==> config.mk <==
export PLATFORM = sky130hd
export DESIGN_NAME = phy_mode_ctrl
export DESIGN_NICKNAME = d
export VERILOG_FILES = /design/src/phy_mode_pkg.sv /design/src/tmr_if.sv /design/src/phy_mode_ctrl.sv /design/src/mode_timer.sv
export SDC_FILE = /design/constraint.sdc
export NUM_CORES = 1
export LEC_CHECK = 0
export ABC_AREA = 1
export BUFFER_PORTS_ARGS = -buffer_cell sky130_fd_sc_hd__buf_2
export CAP_MARGIN = 5
export CORE_MARGIN = 3
export CORE_UTILIZATION = 25
export CTS_CLUSTER_SIZE = 12
export DETAILED_ROUTE_END_ITERATION = 7
export GPL_TIMING_DRIVEN = 1
export HOLD_SLACK_MARGIN = 0.05
export PLACE_DENSITY = 0.38
export SYNTH_ARGS = -nofsm -noshare
export SYNTH_HDL_FRONTEND = slang
export SYNTH_HIERARCHICAL = 1
export SYNTH_SLANG_ARGS = --single-unit
export TNS_END_PERCENT = 10
==> constraint.sdc <==
create_clock -name clk_i -period 2.3 [get_ports clk_i]
set_clock_uncertainty 0.2 [all_clocks]
set_input_delay 0.115 -clock clk_i [delete_from_list [all_inputs] [get_ports clk_i]]
set_output_delay 0.115 -clock clk_i [all_outputs]
set_load 0.05 [all_outputs]
==> src/phy_mode_pkg.sv <==
// Constants, register map and mode encoding of the PHY operating-mode controller
package phy_mode_pkg;

   // ****************************************
   // Management register map
   // ****************************************
   localparam logic [15:0] REG_BASIC_RESET = 16'h001f; // Basic reset control
   localparam logic [15:0] REG_AUTO_MODE = 16'h018b; // Autonomous mode control
   localparam logic [15:0] REG_PMA_ROLE = 16'h1834; // PMA role control
   localparam int HW_RESET_BIT = 15; // Self-clearing hardware reset
   localparam int AUTO_EN_BIT = 6; // Autonomous enable, cleared on link up
   localparam int MASTER_BIT = 14; // Master role select
   localparam logic [15:0] RDATA_NONE = 16'h0000; // Unmapped or blocked read
   localparam logic RST_AUTO_EN = 1'b0; // Autonomous bit after reset
   localparam logic RST_MASTER = 1'b0; // Role before straps are loaded

   // ****************************************
   // Timing
   // ****************************************
   localparam int CLK_KHZ = 40000; // 40 MHz system clock
   localparam int ACK_WINDOW_US = 8000; // MAC decision window, 8 ms
   localparam int REQ_TIMEOUT_US = 16000; // Sleep-request timeout, 16 ms
   localparam int WAKE_PULSE_US = 40; // Forwarded wake pulse, 40 us
   localparam int TMR_W = 20; // Wide enough for the 16 ms count

   typedef logic [TMR_W-1:0] tcount_t; // Timer count type

   localparam tcount_t ACK_CYC =
      tcount_t'(ACK_WINDOW_US * (CLK_KHZ / 1000)); // Window in cycles
   localparam tcount_t REQ_CYC =
      tcount_t'(REQ_TIMEOUT_US * (CLK_KHZ / 1000)); // Timeout in cycles
   localparam tcount_t WAKE_CYC =
      tcount_t'(WAKE_PULSE_US * (CLK_KHZ / 1000)); // Pulse in cycles
   localparam tcount_t TMR_IDLE = '0; // Loading zero cancels a timer

   // ****************************************
   // Operating modes
   // ****************************************
   typedef enum logic [3:0] {
      ST_POWER_DOWN,
      ST_RESET,
      ST_STANDBY,
      ST_NORMAL,
      ST_SLEEP_ACK,
      ST_SLEEP_REQ,
      ST_SLEEP_SILENT,
      ST_SLEEP_FAIL,
      ST_SLEEP
   } mode_t;

endpackage

==> src/tmr_if.sv <==
// Start, load and status signals between the mode controller and a timer
`timescale 1ns/1ps
`default_nettype none
interface tmr_if;
   import phy_mode_pkg::*;
   tcount_t load; // Cycles to run, zero cancels
   logic start; // One-cycle load strobe
   logic busy; // Count still running
   logic expired; // One-cycle pulse after the last counted cycle
   modport ctrl (output load, output start, input busy, input expired);
   modport tmr (input load, input start, output busy, output expired);
endinterface
`default_nettype wire

==> src/phy_mode_ctrl.sv <==
// Operating-mode, sleep and wake controller of a single-pair Ethernet PHY
`timescale 1ns/1ps
`default_nettype none
module phy_mode_ctrl #(
   parameter phy_mode_pkg::tcount_t ACK_CYCLES = phy_mode_pkg::ACK_CYC,
   parameter phy_mode_pkg::tcount_t REQ_CYCLES = phy_mode_pkg::REQ_CYC
) (
   input wire logic clk_i,
   input wire logic nrst_i,
   input wire logic por_ok_i,
   input wire logic standby_supply_rail_i,
   input wire logic role_strap_pin_i,
   input wire logic autonomous_strap_i,
   input wire logic link_up_i,
   input wire logic lps_rx_i,
   input wire logic line_silent_i,
   input wire logic energy_det_i,
   input wire logic wake_rx_i,
   input wire logic sleep_en_i,
   input wire logic tc10_en_i,
   input wire logic sleep_abort_i,
   input wire logic sleep_cmd_i,
   input wire logic standby_exit_i,
   input wire logic wake_pin_i,
   input wire logic mgmt_we_i,
   input wire logic mgmt_re_i,
   input wire logic [15:0] mgmt_addr_i,
   input wire logic [15:0] mgmt_wdata_i,
   output logic [15:0] mgmt_rdata_o,
   output var phy_mode_pkg::mode_t mode_o,
   output logic pcs_pma_en_o,
   output logic termination_o,
   output logic lps_tx_o,
   output logic io_hiz_o,
   output logic regulator_inhibit_out_o,
   output logic master_role_o,
   output logic wake_pin_o,
   output logic wake_pin_oe_n_o
);
   import phy_mode_pkg::*;

   // ****************************************
   // Timers
   // ****************************************
   tmr_if mode_t_if (); // Sleep-ack window and sleep-request timeout
   tmr_if fwd_t_if (); // Wake forwarding pulse

   mode_timer u_mode_tmr (
      .clk_i(clk_i),
      .nrst_i(nrst_i),
      .t(mode_t_if.tmr)
   );

   mode_timer u_fwd_tmr (
      .clk_i(clk_i),
      .nrst_i(nrst_i),
      .t(fwd_t_if.tmr)
   );

   // ****************************************
   // State
   // ****************************************
   mode_t state_q, state_d; // Current operating mode
   logic auto_q, auto_d; // Autonomous enable bit
   logic master_q, master_d; // Master role bit
   logic [15:0] rdata_q, rdata_d; // Registered read data
   logic pcs_q, pcs_d; // PCS and PMA enabled
   logic term_q, term_d; // Line termination present
   logic lps_q, lps_d; // LPS code-groups being sent
   logic hiz_q, hiz_d; // All digital pins released
   logic inh_q, inh_d; // Regulator inhibit level
   logic drive_q, drive_d; // Wake pin driven high
   logic oe_n_q, oe_n_d; // Wake pin enable, its own flop, no output gate
   tcount_t mload; // Mode timer load value
   logic mstart; // Mode timer start
   logic fstart; // Forward timer start
   logic mgmt_ok; // Management port is alive
   logic sw_rst; // Hardware reset requested by software
   logic wake_now; // Wake condition while asleep

   // Management is dead while unpowered, in reset and asleep
   assign mgmt_ok = (state_q != ST_POWER_DOWN) && (state_q != ST_RESET) &&
      (state_q != ST_SLEEP);
   assign sw_rst = mgmt_ok && mgmt_we_i && (mgmt_addr_i == REG_BASIC_RESET)
      && mgmt_wdata_i[HW_RESET_BIT];
   // Our own forwarded pulse must not look like a local wake
   assign wake_now = energy_det_i || (wake_pin_i && !drive_q);

   // ****************************************
   // Mode sequencing and registers
   // ****************************************
   always_comb begin
      state_d = state_q;
      auto_d = auto_q;
      master_d = master_q;
      mstart = 1'b0;
      mload = TMR_IDLE;
      // Supply loss overrides everything
      if (!por_ok_i) begin
         state_d = ST_POWER_DOWN;
      end else if (sw_rst) begin
         state_d = ST_RESET;
      end else begin
         unique case (state_q)
            // Supply came good: run the reset step
            ST_POWER_DOWN: begin
               state_d = ST_RESET;
            end
            // Clear and re-sample straps, then pick the start mode
            ST_RESET: begin
               auto_d = RST_AUTO_EN;
               master_d = role_strap_pin_i;
               if (autonomous_strap_i) begin
                  state_d = ST_NORMAL;
               end else if (role_strap_pin_i && standby_supply_rail_i) begin
                  state_d = ST_STANDBY;
               end else begin
                  state_d = ST_NORMAL;
               end
            end
            // Wait for a host command or the autonomous bit
            ST_STANDBY: begin
               if (standby_exit_i || auto_q) begin
                  state_d = ST_NORMAL;
               end
            end
            // Remote request has priority over a local one
            ST_NORMAL: begin
               if (lps_rx_i && tc10_en_i) begin
                  state_d = ST_SLEEP_ACK;
                  mstart = 1'b1;
                  mload = ACK_CYCLES;
               end else if (sleep_cmd_i && tc10_en_i) begin
                  state_d = ST_SLEEP_REQ;
                  mstart = 1'b1;
                  mload = REQ_CYCLES;
               end
            end
            // MAC may abort; silence until the window ends means accept
            ST_SLEEP_ACK: begin
               if (!tc10_en_i || sleep_abort_i) begin
                  state_d = ST_NORMAL;
                  mstart = 1'b1;
               end else if (mode_t_if.expired) begin
                  state_d = ST_SLEEP_REQ;
                  mstart = 1'b1;
                  mload = REQ_CYCLES;
               end
            end
            // LPS from the partner arriving with the timeout still wins
            ST_SLEEP_REQ: begin
               if (lps_rx_i) begin
                  state_d = ST_SLEEP_SILENT;
               end else if (mode_t_if.expired) begin
                  state_d = ST_SLEEP_FAIL;
               end
            end
            // Timer keeps running from sleep request
            ST_SLEEP_SILENT: begin
               if (mode_t_if.expired) begin
                  state_d = ST_SLEEP_FAIL;
               end else if (line_silent_i) begin
                  mstart = 1'b1;
                  state_d = sleep_en_i ? ST_SLEEP : ST_STANDBY;
               end
            end
            // One cycle of failure, then back to work
            ST_SLEEP_FAIL: begin
               state_d = ST_NORMAL;
            end
            // Waking reruns reset since nothing was kept
            ST_SLEEP: begin
               auto_d = RST_AUTO_EN;
               master_d = RST_MASTER;
               if (wake_now) begin
                  state_d = ST_RESET;
               end
            end
         endcase
         // Register writes, only while management is alive
         if (mgmt_ok && mgmt_we_i) begin
            if (mgmt_addr_i == REG_AUTO_MODE) begin
               auto_d = mgmt_wdata_i[AUTO_EN_BIT];
            end
            if (mgmt_addr_i == REG_PMA_ROLE) begin
               master_d = mgmt_wdata_i[MASTER_BIT];
            end
         end
      end
      // Link up clears the bit even against a write, a reset or power loss
      if (link_up_i && state_q != ST_RESET) begin
         auto_d = 1'b0;
      end
   end

   // ****************************************
   // Outputs, read data and wake forwarding
   // ****************************************
   always_comb begin
      pcs_d = (state_d == ST_NORMAL) || (state_d == ST_SLEEP_ACK) ||
         (state_d == ST_SLEEP_REQ) || (state_d == ST_SLEEP_SILENT) ||
         (state_d == ST_SLEEP_FAIL);
      term_d = pcs_d;
      lps_d = (state_d == ST_SLEEP_REQ);
      hiz_d = (state_d == ST_POWER_DOWN);
      inh_d = pcs_d || (state_d == ST_STANDBY);
      // Forwarding starts only when idle, so one pulse per event burst
      fstart = por_ok_i && wake_rx_i && !fwd_t_if.busy;
      drive_d = fwd_t_if.busy && por_ok_i;
      oe_n_d = !drive_d;
      rdata_d = rdata_q;
      if (mgmt_re_i) begin
         rdata_d = RDATA_NONE;
         if (mgmt_ok && mgmt_addr_i == REG_AUTO_MODE) begin
            rdata_d[AUTO_EN_BIT] = auto_q;
         end
         if (mgmt_ok && mgmt_addr_i == REG_PMA_ROLE) begin
            rdata_d[MASTER_BIT] = master_q;
         end
      end
   end

   assign mode_t_if.start = mstart;
   assign mode_t_if.load = mload;
   assign fwd_t_if.start = fstart;
   assign fwd_t_if.load = WAKE_CYC;

   // Register stage for all state and outputs
   always_ff @(posedge clk_i or negedge nrst_i) begin
      if (!nrst_i) begin
         state_q <= ST_RESET;
         auto_q <= RST_AUTO_EN;
         master_q <= RST_MASTER;
         rdata_q <= RDATA_NONE;
         pcs_q <= 1'b0;
         term_q <= 1'b0;
         lps_q <= 1'b0;
         hiz_q <= 1'b0;
         inh_q <= 1'b0;
         drive_q <= 1'b0;
         oe_n_q <= 1'b1;
      end else begin
         state_q <= state_d;
         auto_q <= auto_d;
         master_q <= master_d;
         rdata_q <= rdata_d;
         pcs_q <= pcs_d;
         term_q <= term_d;
         lps_q <= lps_d;
         hiz_q <= hiz_d;
         inh_q <= inh_d;
         drive_q <= drive_d;
         oe_n_q <= oe_n_d;
      end
   end

   assign mgmt_rdata_o = rdata_q;
   assign mode_o = state_q;
   assign pcs_pma_en_o = pcs_q;
   assign termination_o = term_q;
   assign lps_tx_o = lps_q;
   assign io_hiz_o = hiz_q;
   assign regulator_inhibit_out_o = inh_q;
   assign master_role_o = master_q;
   assign wake_pin_o = drive_q;
   assign wake_pin_oe_n_o = oe_n_q;
endmodule // phy_mode_ctrl
`default_nettype wire

==> src/mode_timer.sv <==
// Down-counting one-shot timer used for sleep windows and wake pulses
`timescale 1ns/1ps
`default_nettype none
module mode_timer (
   input wire logic clk_i,
   input wire logic nrst_i,
   tmr_if.tmr t
);
   import phy_mode_pkg::*;

   // ****************************************
   // Counter
   // ****************************************
   tcount_t cnt_q; // Remaining cycles
   tcount_t cnt_d;
   logic exp_q; // Registered expiry pulse
   logic exp_d;

   // Next count: a start always reloads, so a restart never merges
   always_comb begin
      cnt_d = cnt_q;
      exp_d = 1'b0;
      if (t.start) begin
         cnt_d = t.load;
      end else if (cnt_q != TMR_IDLE) begin
         cnt_d = cnt_q - tcount_t'(1);
         exp_d = (cnt_q == tcount_t'(1));
      end
   end

   // Register stage
   always_ff @(posedge clk_i or negedge nrst_i) begin
      if (!nrst_i) begin
         cnt_q <= TMR_IDLE;
         exp_q <= 1'b0;
      end else begin
         cnt_q <= cnt_d;
         exp_q <= exp_d;
      end
   end

   assign t.busy = (cnt_q != TMR_IDLE);
   assign t.expired = exp_q;
endmodule // mode_timer
`default_nettype wire

# After elaboration in Yosys (flattened, before gate mapping)
# Index checks and enable logic that the tools add are counted.
[totals]
regBits = 55
elab_cells = 124
[op_classes]
add_sub_neg = 2
n_eq_ne = 21
n_mux = 49
bitwise_logic = 1
n_reduce_logical = 38
[ops]
columns = ["op", "n"]
rows = [
  ["$mux 20", 10],
  ["$mux 4", 13],
  ["$pmux 20 s2", 1],
  ["$reduce_bool 20->1", 2],
  ["$sub 20x1->20 const B", 2],
  ["$pmux 4 s9", 1],
  ["$eq 4x3->1 const B", 8],
  ["$mux 1", 22],
  ["$eq 20x1->1 const B", 1],
  ["$eq 16x13->1 const B", 1],
  ["$eq 16x5->1 const B", 1],
  ["$eq 16x9->1 const B", 1],
  ["$eq 4x2->1 const B", 4],
  ["$logic_and 1x1->1", 15],
  ["$logic_not 4->1", 2],
  ["$logic_or 1x1->1", 8],
  ["$reduce_bool 2->1", 3],
  ["$eq 4x1->1 const B", 1],
  ["$eq 4x4->1 const B", 1],
  ["$logic_not 1->1", 4],
  ["$ne 4x1->1 const B", 1],
  ["$ne 4x4->1 const B", 1],
  ["$reduce_and 2->1", 2],
  ["$reduce_bool 4->1", 1],
  ["other kinds (5)", 5],
]

# Logic depth before layout (Yosys ltp)
[logic_depth]
depth_word = 14
depth_mapped = 13
mapped_depth_nobuf = 12

# By module
# The synthesis kept the hierarchy.
[modules_own_cells]
columns = ["mod", "n_inst", "cells_each", "area_each_um2", "seq_area_each_um2"]
rows = [
  ["mode_timer", 2, 200, 1392.6, 525.5],
  ["phy_mode_ctrl", 1, 210, 1328.8, 352.8],
]

# Worst setup path before layout
# OpenSTA, ideal clock, no wires.
[synth_timing]
kind = "register to register"
from = "register state_q[3], in the netlist mode_o[3]"
to = "register u_mode_tmr.cnt_q[1]"
setup_time_ns = 0.127
arrival_time_ns = 2.094
required_ns = 1.973
slack_ns = -0.121
path_stages_with_launch = 11
path_buffers = 1
period_less_slack_ns = 2.421
path_cell_list = "dfrtp_1 -> nand3_2 -> nand3_4 -> inv_4 -> nand3_4 -> nand2_2 -> nor2_1 -> clkbuf_1 -> o21ai_0 -> nand2_1 -> o21ai_0"
[synth_between]
elab_chain_len = 9
word_cells_on_any_way = 19
cone_classes = "eq/ne: 5; mux: 7; reduce/logical: 7"
[synth_rtl]
columns = ["element", "line", "source"]
rows = [
  ["from (decl)", "phy_mode_ctrl.sv:63", "mode_t state_q, state_d;"],
  ["from (signal assigned)", "phy_mode_ctrl.sv:243", "state_q <= state_d;"],
  ["$ne 4x1->1 / $reduce_bool 4->1 (equally long branches)", "phy_mode_ctrl.sv:82", "assign mgmt_ok = (state_q != ST_POWER_DOWN) && (state_q != ST_RESET) &&"],
  ["$logic_and 1x1->1 (2 in series)", "phy_mode_ctrl.sv:82", ""],
  ["$logic_and 1x1->1 (2 in series)", "phy_mode_ctrl.sv:84", "assign sw_rst = mgmt_ok && mgmt_we_i && (mgmt_addr_i == REG_BASIC_RESET)"],
  ["$logic_and 1x1->1", "phy_mode_ctrl.sv:85", "&& mgmt_wdata_i[HW_RESET_BIT];"],
  ["$mux 1 *", "phy_mode_ctrl.sv:101", "end else if (sw_rst) begin"],
  ["$mux 1 *", "phy_mode_ctrl.sv:99", "if (!por_ok_i) begin"],
  ["named net mode_t_if.start", "tmr_if.sv:7", "logic start;"],
  ["$mux 20 / $reduce_bool 2->1 (equally long branches)", "-", ""],
  ["to (signal assigned)", "mode_timer.sv:37", "cnt_q <= cnt_d;"],
  ["to (decl)", "mode_timer.sv:14", "tcount_t cnt_q;"],
]
# Mark *: on every way through the listed nets, which the timed path passes. The rest lies on a longest branch.
# A chain may end at the register's enable or synchronous reset.

# Worst setup path after layout
[layout_timing]
from = "register state_q[1], in the netlist mode_o[1]"
to = "register u_mode_tmr.cnt_q[1]"
# Same word-level chain as after synthesis.

==> reports/qor.yml <==
status:
  outcome: "completed"
final_layout:
  layout_commonest_cell: "nand2_1"
  multi_input_area_um2: 2500
  n_antenna_cell: 0
  fillers: 1768
  final_util_pct: 32.0
  drive_gt1_share_pct: 16.4
  layout_common_cells: "nand2_1 (214), nor2_1 (97), inv_1 (51), buf_2 (51), dfrtp_1 (50)"
  syn_to_final_growth_pct: 22.4
  nets: 767
  ff_latch_area_um2: 1380
pwr:
  leakage_nw: 2.48
  seqPwrFrac_pct: 34.7
  powerDensity_nw_per_um2: 1010
  p_sw_w: 0.00239
  ir_worst_vdd_uv: 380
  clkPwrFrac_pct: 15.8
  p_int_w: 0.00263
  switching_share_pct: 47.7
  comb_power_share_pct: 49.5
grt:
  grt_pass1_vias: 3838
  track_usage_pct: 13.0
  gr-total-overflow: 0
  grt_pass1_wl_mm: 18.9
  antenna_found_initial: 0
  grt_start_max_net_pins: 31
floorplanning:
  io_pins: 79
  rows: 45
  die_area_um2: 17800
  core_area_um2: 15500
  chipWidth_um: 134
  initial_core_util_pct: 26.2
  fp.dieH_um: 134
clock_network:
  post_cts_buffers: 0
  root_buffer: "clkbuf_16"
  cts_buffers: 5
  cts_tree: "done"
  htreeDepth: 2
  clk-insertion-delay-late_ps: 310
  cts_buffer_depth: 2
  cts.sinks: 55
  clkTransAtPathRegs_ps: 80
critical_path:
  critPathKind: "flip-flop to flip-flop"
  cp_top_family: "simple AND/OR/NAND/NOR gates"
  worstSetupEndpointType: "flip-flop"
  arrival_ps: 2140
  crit_chain: "nor2_2, nand3_2, nand3_4, inv_4, nand3_4, nand2_2, nor2_1, buf_4, o21ai_0, nand2_1, o21ai_0"
  cp_num_buf_inv: 2
  r2r_end: "u_mode_tmr/cnt_q[1]"
  max_stage_delay_ps: 470
  worst-r2r-cell-count: 11
  cp_max_fo: 22
  startpoint_type: "flip-flop"
  r2r_start: "mode_o[1]"
  cpMaxStageDelayCell: "dfrtp_2"
  cp.required_ps: 2290
  rrSetupSlack_ps: 160
timing:
  timing.hold.ws_ps: 58.0
  rsz0062_at_grt: "true"
  fin_crit_sh_pct: 93.2
  slew_viol_final: 0
  fmax_ghz: 0.466
  setup_viol: 0
  finalHoldViolCount: 0
  layout_min_cycle_time_ps: 2140
job:
  cap_violations: 0
routing:
  wirelength_mm: 11.0
  route.detailed.drc: 0
  drt_iter0_markers: 206
  drtAntennaViolNets: 0
  vias: 3821
  viasPerCell: 4.14
  wl_per_cell_um: 11.9
  first_pass_iters: 4
yosys:
  synthCells: 606
  syn-cell-area_um2: 4070
  synth-warning-count: 6
  avgSynthCellArea_um2: 6.71
worst_hold_path:
  hold_path_end: "auto_q"
  min_from: "mgmt_wdata_i[6]"
  hold_path_depth: 7
  min_path_type: "input pin to flip-flop"
placed_design:
  gp_congestion: 0.837
  dp_hpwl_mm: 8.58
  port-buffer-count: 51
metal layers:
layer	vias up	wire length [µm]	global-route usage (%)
met3	7	349	2.64
met2	54	5090	21.6
met1	1721	5460	17.4
met4	0	110	2.97
met5	-	0	0
li1	2039	-	-
repair_timing:
action / 4_1_cts / 5_1_grt
hold buffers: 14 / 0
setup endpoints to repair: 0 / 18
gates resized for setup: 0 / 4
endpoints found under the hold margin: 67 / 0
through the flow:
stage / worst slack, ps / instances / setup TNS [ps] / power (W) / instance area (µm²)
global route: -48.8 / 923 / -141 / 0.00554 / 4980
finish: 156 / 923 / 0 / 0.00502 / 4980
global placement: 124 / 901 / 0 / 0.00424 / 4690
floorplan: 13.6 / 650 / 0 / 0.00364 / 4240
CTS: 106 / 923 / 0 / 0.00512 / 4970
detailed placement: 116 / 901 / 0 / 0.00427 / 4690
final cells by class:
| type | instances | share of cell area (%) |
|---|---|---|
| multi-input combinational | 518 | 50.2 |
| sequential | 55 | 27.8 |
| timing repair buffer | 75 | 9.70 |
| tap | 211 | 5.30 |
| inverter | 56 | 4.32 |
| clock buffer | 8 | 2.74 |
sequential cells by signal, summed over array words and instances, names as in the netlist:
| register | cells |
|---|---|
| wake_pin_o | 1 |
| mode_o | 4 |
| lps_tx_o | 1 |
| u_fwd_tmr/cnt_q | 20 |
| io_hiz_o | 1 |
| wake_pin_oe_n_o | 1 |
| regulator_inhibit_out_o | 1 |
| mgmt_rdata_o | 2 |
| u_mode_tmr/cnt_q | 20 |
| auto_q | 1 |
| master_role_o | 1 |
| termination_o | 1 |
| u_mode_tmr/t.expired | 1 |
worst max-delay path by stage:
stage	startpoint	to	slack [ps]	depth (start not counted)
after global placement	mode_o[1]	u_mode_tmr/cnt_q[1]	120	11
after floorplan	mode_o[0]	u_mode_tmr/cnt_q[1]	10	9
after CTS	mode_o[0]	u_mode_tmr/cnt_q[13]	110	10
after detailed placement	mode_o[0]	u_mode_tmr/cnt_q[0]	120	9
final	mode_o[1]	u_mode_tmr/cnt_q[1]	160	11
after global routing	mode_o[0]	u_mode_tmr/cnt_q[1]	-50	9
power groups by stage:
stage	combinational (W)	sequential [W]	clock, W
floorplan	0.00186	0.00177	0
detailed placement	0.00251	0.00176	0
global route	0.00286	0.00180	0.000881
finish	0.00249	0.00174	0.000795
global placement	0.00248	0.00175	0
CTS	0.00254	0.00175	0.000836
worst reg2reg max path, stage by stage, from the launching register on:
cell     delay [ps]
dfrtp_2         470
nor2_2          190
nand3_2         140
nand3_4         130
inv_4            60
nand3_4         100
nand2_2          60
nor2_1          140
buf_4           280
o21ai_0         130
nand2_1          70
o21ai_0          70
(Power assumes the default switching activity.)
